===== config.mk =====
export PLATFORM = sky130hd
export DESIGN_NAME = pmt_timer_throttle
export DESIGN_NICKNAME = d
export VERILOG_FILES = /design/src/core/pmt_pkg.sv /design/src/core/pmt_timer_throttle.sv
export SDC_FILE = /design/constraint.sdc
export NUM_CORES = 1
export LEC_CHECK = 0
export ABC_AREA = 1
export BUFFER_PORTS_ARGS = -buffer_cell sky130_fd_sc_hd__buf_2
export CAP_MARGIN = 20
export CORE_AREA = 2 2 131 133
export DETAILED_ROUTE_END_ITERATION = 10
export DIE_AREA = 0 0 133 135
export PLACE_DENSITY = 0.63
export SLEW_MARGIN = 20
export SYNTH_ARGS = -nofsm -noshare
export SYNTH_HDL_FRONTEND = slang
export SYNTH_SLANG_ARGS = --single-unit

===== constraint.sdc =====
create_clock -name clk_sys_i -period 4.6 [get_ports clk_sys_i]
set_input_delay 1.38 -clock clk_sys_i [delete_from_list [all_inputs] [get_ports clk_sys_i]]
set_output_delay 1.38 -clock clk_sys_i [all_outputs]
set_load 0.05 [all_outputs]

===== src/core/pmt_pkg.sv =====
package pmt_pkg;
    // register offsets in I/O space
    localparam logic [7:0] PMT_TIMER_OFS = 8'h08;
    localparam logic [7:0] PMT_THROTTLE_OFS = 8'h10;
    // field positions of the throttle control register
    localparam int PMT_FORCE_BIT = 8;
    localparam int PMT_DUTY_LSB = 5;
    localparam int PMT_DUTY_MSB = 7;
    localparam int PMT_STS_BIT = 17;
    // count width and rollover watch bit
    localparam int PMT_CNT_W = 24;
    localparam int PMT_ROLL_BIT = 22;
    // reference divider and throttle period
    localparam logic [1:0] PMT_REF_DIV_LAST = 2'h3;
    localparam int PMT_PERIOD_W = 10;
    localparam logic [2:0] PMT_DUTY_RESET = 3'h0;
    // thermal alarm hold time
    localparam int PMT_CLK_MHZ = 40;
    localparam int PMT_ALARM_HOLD_S = 2;
    localparam longint PMT_ALARM_HOLD_CYC = longint'(PMT_ALARM_HOLD_S) * PMT_CLK_MHZ * 1000000;
    localparam int PMT_ALARM_W = 27;

    // one I/O cycle towards the block
    typedef struct packed {
        logic [7:0] addr;
        logic wr;
        logic rd;
        logic [31:0] wdata;
    } pmt_io_req_t;

    // clocks of stop time per period for each duty code
    function automatic logic [PMT_PERIOD_W-1:0] pmt_duty_clocks(input logic [2:0] sel);
        case (sel)
            3'h1: pmt_duty_clocks = 10'h380;
            3'h2: pmt_duty_clocks = 10'h300;
            3'h3: pmt_duty_clocks = 10'h280;
            3'h4: pmt_duty_clocks = 10'h200;
            3'h5: pmt_duty_clocks = 10'h180;
            3'h6: pmt_duty_clocks = 10'h100;
            3'h7: pmt_duty_clocks = 10'h080;
            default: pmt_duty_clocks = 10'h200;
        endcase
    endfunction : pmt_duty_clocks
endpackage : pmt_pkg


===== src/core/pmt_timer_throttle.sv =====
`timescale 1ns/1ps
module pmt_timer_throttle
    import pmt_pkg::*;
#(
    parameter longint ALARM_HOLD_CYC = PMT_ALARM_HOLD_CYC
) (
    input wire logic clk_sys_i, // 40 MHz system clock
    input wire logic rst_i, // async reset, active high
    input wire pmt_io_req_t io_req_i, // I/O cycle, wr/rd one-cycle strobes
    output logic [31:0] io_rdata_o, // read data, valid cycle after rd
    input wire logic ref_clk_pin_i, // 14.31818 MHz reference pin
    input wire logic pci_bus_reset_n_i, // PCI bus reset pin, active low
    input wire logic pci_tick_i, // one pulse per PCI clock, same domain
    input wire logic thermal_alarm_pin_n_i, // thermal alarm pin, active low
    input wire logic s0_state_i, // system in working state
    input wire logic c0_state_i, // processor in C0
    input wire logic rollover_irq_enable_i, // rollover interrupt enable
    input wire logic interrupt_route_select_i, // 0 management, 1 control irq
    input wire logic rollover_flag_clear_i, // clears rollover flag
    output logic count_rollover_flag_o, // sticky rollover flag
    output logic system_ctrl_interrupt_o, // control interrupt pulse
    output logic system_mgmt_interrupt_o, // management interrupt pulse
    output logic cpu_clock_stop_n_o // processor clock stop, active low
);
    logic [2:0] ref_sync_r, prst_sync_r, alarm_sync_r;
    logic prst_lvl_r, alarm_lvl_r;
    logic ref_rise;
    logic [1:0] ref_div_r;
    logic count_tick;
    logic [PMT_CNT_W-1:0] count_r, count_nxt;
    logic roll_evt;
    logic force_r;
    logic [2:0] duty_r;
    logic duty_locked_r;
    logic thr_wr;
    logic [PMT_ALARM_W-1:0] alarm_cnt_r;
    logic alarm_long_r;
    logic alarm_reached;
    logic throttling;
    logic [PMT_PERIOD_W-1:0] period_r;

    // three-stage synchronisers for pin inputs
    always_ff @(posedge clk_sys_i or posedge rst_i) begin
        if (rst_i) begin
            ref_sync_r <= 3'h0;
            prst_sync_r <= 3'h0;
            alarm_sync_r <= 3'h7;
        end else begin
            ref_sync_r <= {ref_sync_r[1:0], ref_clk_pin_i};
            prst_sync_r <= {prst_sync_r[1:0], pci_bus_reset_n_i};
            alarm_sync_r <= {alarm_sync_r[1:0], thermal_alarm_pin_n_i};
        end
    end

    // filtered levels follow once stages two and three agree
    always_ff @(posedge clk_sys_i or posedge rst_i) begin
        if (rst_i) begin
            prst_lvl_r <= 1'b0;
            alarm_lvl_r <= 1'b1;
        end else begin
            if (prst_sync_r[1] == prst_sync_r[2]) prst_lvl_r <= prst_sync_r[2];
            if (alarm_sync_r[1] == alarm_sync_r[2]) alarm_lvl_r <= alarm_sync_r[2];
        end
    end

    wire pci_rst_act = ~prst_lvl_r; // bus reset asserted
    // reference edge straight from stages two and three, since one phase
    // of the reference may span a single sample and a filter would drop it
    assign ref_rise = ref_sync_r[1] && !ref_sync_r[2];

    // divide reference by four
    always_ff @(posedge clk_sys_i or posedge rst_i) begin
        if (rst_i) ref_div_r <= 2'h0;
        else if (ref_rise) ref_div_r <= ref_div_r + 2'h1;
    end
    assign count_tick = ref_rise && (ref_div_r == PMT_REF_DIV_LAST);

    // free-running count
    assign count_nxt = count_r + {{(PMT_CNT_W-1){1'b0}}, 1'b1};
    always_ff @(posedge clk_sys_i or posedge rst_i) begin
        if (rst_i) count_r <= '0;
        else if (pci_rst_act) count_r <= '0;
        else if (count_tick && s0_state_i) count_r <= count_nxt;
    end

    // bit 22 falling edge event
    assign roll_evt = !pci_rst_act && count_tick && s0_state_i
                      && count_r[PMT_ROLL_BIT] && !count_nxt[PMT_ROLL_BIT];

    // sticky flag, a new event wins over a clear
    always_ff @(posedge clk_sys_i or posedge rst_i) begin
        if (rst_i) count_rollover_flag_o <= 1'b0;
        else if (roll_evt) count_rollover_flag_o <= 1'b1;
        else if (rollover_flag_clear_i) count_rollover_flag_o <= 1'b0;
    end

    // thermal alarm hold counter
    assign alarm_reached = (alarm_cnt_r == PMT_ALARM_W'(ALARM_HOLD_CYC));
    always_ff @(posedge clk_sys_i or posedge rst_i) begin
        if (rst_i) begin
            alarm_cnt_r <= '0;
            alarm_long_r <= 1'b0;
        end else if (alarm_lvl_r) begin
            alarm_cnt_r <= '0;
            alarm_long_r <= 1'b0;
        end else begin
            if (!alarm_reached) alarm_cnt_r <= alarm_cnt_r + PMT_ALARM_W'(1);
            alarm_long_r <= alarm_reached;
        end
    end

    // interrupt pulses
    always_ff @(posedge clk_sys_i or posedge rst_i) begin
        if (rst_i) begin
            system_ctrl_interrupt_o <= 1'b0;
            system_mgmt_interrupt_o <= 1'b0;
        end else begin
            system_ctrl_interrupt_o <= roll_evt && rollover_irq_enable_i
                                       && interrupt_route_select_i;
            system_mgmt_interrupt_o <= (roll_evt && rollover_irq_enable_i
                                        && !interrupt_route_select_i)
                                       || (alarm_reached && !alarm_long_r && !force_r);
        end
    end

    // throttle control register writes
    assign thr_wr = io_req_i.wr && (io_req_i.addr == PMT_THROTTLE_OFS);
    always_ff @(posedge clk_sys_i or posedge rst_i) begin
        if (rst_i) begin
            force_r <= 1'b0;
            duty_r <= PMT_DUTY_RESET;
            duty_locked_r <= 1'b0;
        end else if (pci_rst_act) begin
            force_r <= 1'b0;
            duty_r <= PMT_DUTY_RESET;
            duty_locked_r <= 1'b0;
        end else if (thr_wr) begin
            force_r <= io_req_i.wdata[PMT_FORCE_BIT];
            duty_locked_r <= 1'b1;
            if (!duty_locked_r) duty_r <= io_req_i.wdata[PMT_DUTY_MSB:PMT_DUTY_LSB];
        end
    end

    // override from force bit or held alarm, no disable
    assign throttling = (force_r || alarm_long_r) && c0_state_i;

    // throttle period counter
    always_ff @(posedge clk_sys_i or posedge rst_i) begin
        if (rst_i) period_r <= '0;
        else if (!throttling) period_r <= '0;
        else if (pci_tick_i) period_r <= period_r + PMT_PERIOD_W'(1);
    end

    // stop output, low for the duty part of each period
    always_ff @(posedge clk_sys_i or posedge rst_i) begin
        if (rst_i) cpu_clock_stop_n_o <= 1'b1;
        else cpu_clock_stop_n_o <= !(throttling && (period_r < pmt_duty_clocks(duty_r)));
    end

    // register read data
    always_ff @(posedge clk_sys_i or posedge rst_i) begin
        if (rst_i) io_rdata_o <= 32'h0;
        else if (io_req_i.rd) begin
            io_rdata_o <= 32'h0;
            if (io_req_i.addr == PMT_TIMER_OFS) io_rdata_o[PMT_CNT_W-1:0] <= count_r;
            if (io_req_i.addr == PMT_THROTTLE_OFS) begin
                io_rdata_o[PMT_STS_BIT] <= throttling;
                io_rdata_o[PMT_FORCE_BIT] <= force_r;
                io_rdata_o[PMT_DUTY_MSB:PMT_DUTY_LSB] <= duty_r;
            end
        end
    end
endmodule : pmt_timer_throttle


**Word-level counts from Yosys, hierarchy flattened**

Cells that the tools add are included.
W data, S select, Z words.

- $add $sub $neg: 4
- Magnitude comparators: 1
- Muxes and demuxes: 20
- Equal/unequal tests: 17
- Reductions and logical operators: 25

Operator list:

| cell | count |
|---|---|
| $mux W24 | 3 |
| $pmux W10 S6 | 1 |
| $mux W27 | 2 |
| $add A27 B1 Y27 const B | 1 |
| $eq A27 B27 Y1 const B | 1 |
| $add A24 B1 Y24 const B | 1 |
| $mux W10 | 2 |
| $logic_and A1 B1 Y1 | 15 |
| $add A10 B1 Y10 const B | 1 |
| $lt A10 B10 Y1 | 1 |
| $eq A3 B3 Y1 const B | 3 |
| $mux W3 | 3 |
| $eq A8 B4 Y1 const B | 1 |
| $eq A8 B5 Y1 const B | 1 |
| $mux W1 | 8 |
| $eq A3 B2 Y1 const B | 2 |
| $logic_not A1 Y1 | 6 |
| $ne A2 B2 Y1 const B | 3 |
| $mux W4 | 1 |
| $ne A2 B1 Y1 const B | 2 |
| $eq A3 B1 Y1 const B | 1 |
| $add A2 B1 Y2 const B | 1 |
| $eq A1 B1 Y1 | 2 |
| $eq A2 B2 Y1 const B | 1 |
| 3 further kinds | 4 |

- Register bits after elaboration: 108
- Output and inout port bits: 36
- Input port bits: 53
- Word-level logic and storage cells: 85

**Depth between registers and ports, before layout**

- Depth in word-level cells: 10
- Gate-level depth with buffers: 9
- Gate-level depth less buffers: 9

**Least setup slack after synthesis**

OpenSTA, ideal clock, no wires.

- Kind: input -> register
- Start point: input port io_req_i[34] (netlist bit)
- End point: register io_rdata_o[0]
- Data required time: 4526 ps
- Setup slack: 2322 ps
- Library setup time: 74 ps
- Arrival time: 2204 ps
- Stages: 6
- Path buffers: 1
- Path through: inv_1 nand2_1 nor3b_2 nand2_2 buf_6 o21ai_2

- Longest elaborated chain between the ends: 2

Ends and longest elaborated chain:

| item | line | source |
|---|---|---|
| from (decl) | pmt_timer_throttle.sv:9 | `input wire pmt_io_req_t io_req_i,` |
| $eq A8 B4 Y1 | pmt_timer_throttle.sv:165 | `if (io_req_i.addr == PMT_TIMER_OFS) io_rdata_o[PMT_CNT_W-1:0] <= count_r;` |
| $mux W24 | pmt_timer_throttle.sv:165 |  |
| to (signal, indexed assignment) | pmt_timer_throttle.sv:165 |  |
| to (signal, indexed assignment) | pmt_timer_throttle.sv:167 | `io_rdata_o[PMT_STS_BIT] <= throttling;` |
| to (signal, indexed assignment) | pmt_timer_throttle.sv:168 | `io_rdata_o[PMT_FORCE_BIT] <= force_r;` |
| to (decl) | pmt_timer_throttle.sv:10 | `output logic [31:0] io_rdata_o,` |

No other way between the ends.
A chain may end at the register's enable or synchronous reset.

**Worst setup path in the final report**

- Start point: register cpu_clock_stop_n_o
- End point: output port cpu_clock_stop_n_o

RTL lines:

| item | line | source |
|---|---|---|
| from (decl) | pmt_timer_throttle.sv:23 | `output logic cpu_clock_stop_n_o` |
| from (signal assigned) | pmt_timer_throttle.sv:157 | `else cpu_clock_stop_n_o <= !(throttling && (period_r < pmt_duty_clocks(duty_r)));` |

No word-level cell between the ends.

==> summary.md <==
| Metric | Value |
|---|---|
| IO Pins | `89` |
| Ys flop type | `dfrtp_1` |
| Hold Crit Class | `reg2reg` |
| Area leader, netlist | `dfrtp_1` |
| Leakage | `3.050 nW` |
| Congestion Overflow GR | `0` |
| Clock Tree Buf Depth | `2` |
| VDD IR-drop max | `0.0001893 V` |
| PortBufs | `52` |
| Largest net degree at the start of global routing | `59` |
| Core area | `16410 sq um` |
| Worst-path clk slew | `0.07 ns` |
| Die Wd | `133 microns` |
| Slowest cell delay on critical path | `0.51 ns` |
| CP Cell Sequence | `buf_2` |
| CTS tree | `yes` |
| Nets | `836` |
| H-tree levels | `3` |
| Placer congestion estimate | `0.8413` |
| Area of the multi-input gates | `2600 sq um` |
| Worst rel slew slack | `48.24%` |
| Clock sinks | `108` |
| Final worst setup slack | `2.096 ns` |
| Sequential share of the synthesized area | `47.41%` |
| Syn_area_per_cell | `7.860 sq um` |
| Initial Utilization | `34.83%` |
| Share of cells above drive strength 1 | `16.13%` |
| Final setup violating endpoints | `0` |
| DRT iter0 DRCs | `317` |
| Synth top cells by count | `nand2_1 (201), dfrtp_1 (103), nor2_1 (102)` |
| Distinct cells, synth | `43` |
| Setup_tns | `0 ns` |
| Global router's overall resource usage | `14.09%` |
| Via/cell ratio | `4.599` |
| DP Worst Slack | `1.799 ns` |
| Max Freq | `399.4 MHz` |
| Max Cap Viol | `0` |
| Worst path arrival time | `1.12 ns` |
| Postcts setup bufs | `0` |
| Setup crit end kind | `output pin` |
| Worst-path fanout max | `1` |
| Clock Skews | `0.01814 ns` |
| Status | `finished, final reports clean` |
| Remaining DRCs | `0` |
| Mapped Cells | `727` |
| Dpl cells | `985` |
| Clock Latency Late Sink | `0.36 ns` |
| Fin crit period | `2.504 ns` |
| PD cells | `303.7 nW/um^2` |
| Buf+Inv Stages, Crit Path | `1` |
| Worst Setup Path Type | `reg2out` |
| Startpoint Class | `flip-flop` |
| Vias in the first global route | `4113` |
| Largest cells by area after synthesis | `dfrtp_1 (45%), nand2_1 (13%), nor2_1 (6.7%), inv_1 (5.1%), nand3_1 (3.2%)` |
| RSZ-0062 raised after global routing | `no` |
| Reg area | `2709 sq um` |
| Ant diodes | `0` |
| Total length of routed wires | `12070 microns` |
| Final non-filler cell total | `1001` |
| Register bit count reported by yosys | `108` |
| Initial antenna violation count | `0` |
| WL per Instance | `12.06 microns` |
| Die height | `135 microns` |
| Slew @ Worst Pin | `0.7764 ns` |
| Total power | `1.969 mW` |
| Worst path required time | `3.22 ns` |
| Clock buffer count from CTS | `9` |
| Post-DP HPWL | `8821 microns` |
| Area growth syn-to-layout | `13.49%` |
| Post-synth EDFFs | `0` |
| Final hold vios | `0` |
| Synth top area share | `45.11%` |
| Full die area | `17960 sq um` |
| Fin crit share | `54.43%` |
| Ys async rst share | `100.0%` |
| Clock Tree Root | `clkbuf_16` |
| Mapped cell area | `5714 sq um` |
| First-pass GRT wire length | `20320 microns` |
| Fillers | `1698` |
| Std cell rows | `47` |
| Slowest stage cell, crit path | `dfstp_2` |
| Final Max Tran Viols | `0` |
| Antenna Nets Post-Route | `0` |
| Finished Core Util | `39.53%` |
| Count leader, synth | `nand2_1` |
| Crit path max-delay family | `flip-flops` |
| Syn. warnings | `0` |
| Hold Buf Count CTS | `0` |
| Via Count | `4604` |
| PostCTS Resize Cnt | `0` |
| Iteration count of the initial detailed-routing pass | `4` |
==> cell type report <==
cell class / count / share of cell area, %
flip-flops and latches: 108 / 41.77
multi-input cells: 524 / 40.09
inverters: 80 / 4.708
repair buffers: 53 / 4.322
well taps: 220 / 4.245
clock buffers: 9 / 3.473
clock inverters: 7 / 1.389
==> flip-flops by register name (all words and copies together), names as in the netlist, 3 cells and up <==
register	count
io_rdata_o	24
duty_r	3
alarm_sync_r	3
period_r	10
alarm_cnt_r	27
ref_sync_r	3
prst_sync_r	3
count_r	24
==> through the flow <==
| step | hold WS, ns | instance area, sq um |
|---|---|---|
| floorplan | 0.3312 | 5741 |
| global placement | 0.3375 | 6170 |
| detailed placement | 0.3372 | 6170 |
| CTS | 0.3550 | 6485 |
| global route | 0.3550 | 6485 |
| finish | 0.3507 | 6485 |
==> report_power, final <==
part | switching (mW) | internal (mW)
combinational | 0.101 | 0.0471
clock | 0.379 | 0.435
sequential | 0.0302 | 0.977
==> worst paths after layout <==
kind / cells after the start / end / slack, ns / startpoint
worst max-delay path: 1 / cpu_clock_stop_n_o / 2.10 / cpu_clock_stop_n_o
worst min-delay path: 0 / ref_sync_r[1] / 0.35 / ref_sync_r[0]
worst max register to register: 6 / system_ctrl_interrupt_o / 2.52 / prst_lvl_r
worst min register to register: 0 / ref_sync_r[1] / 0.35 / ref_sync_r[0]
max in group asynchronous: 3 / alarm_sync_r[1] / 2.73 / rst_i
min in group asynchronous: 2 / period_r[3] / 1.10 / rst_i
==> cell families after synthesis <==
family	count (synthesis)	synth area share, %
and+or+nand+nor	419	33.48
DFF	108	47.41
buffers and inverters	102	7.554
AOI/OAI and AO/OA	75	7.576
xor gates and xnor gates	12	1.839
adders and majority gates	9	1.883
other	1	0.06563
muxes	1	0.1971
==> layer usage <==
metal	track usage, %	vias to the layer above	share of wire [%]
met5	0	-	0
met4	3.823	0	1.2
met3	3.228	9	4.4
met2	22.57	76	46
met1	19.29	2115	48
li1	-	2404	-
==> cell usage in the layout, fill, tap and decap left out, types with 3 or more instances in the layout <==
cell type,netlist,layout
xor2_1,8,8
nand4_1,17,17
nand2_2,11,11
nand3_1,36,36
o21a_1,3,3
inv_6,0,3
nand2_1,201,201
and3_1,3,3
clkbuf_16,0,9
dfstp_2,5,5
xnor2_1,4,4
nor2_1,102,102
a21oi_1,23,23
a31oi_1,3,3
o21ai_0,31,31
ha_1,7,7
conb_1,1,8
buf_2,4,52
dfrtp_1,103,103
nor2_2,7,7
nor2_4,8,8
o21ai_2,11,11
inv_1,77,76
nor3_1,22,22
Power figures use the tool's default switching activity.
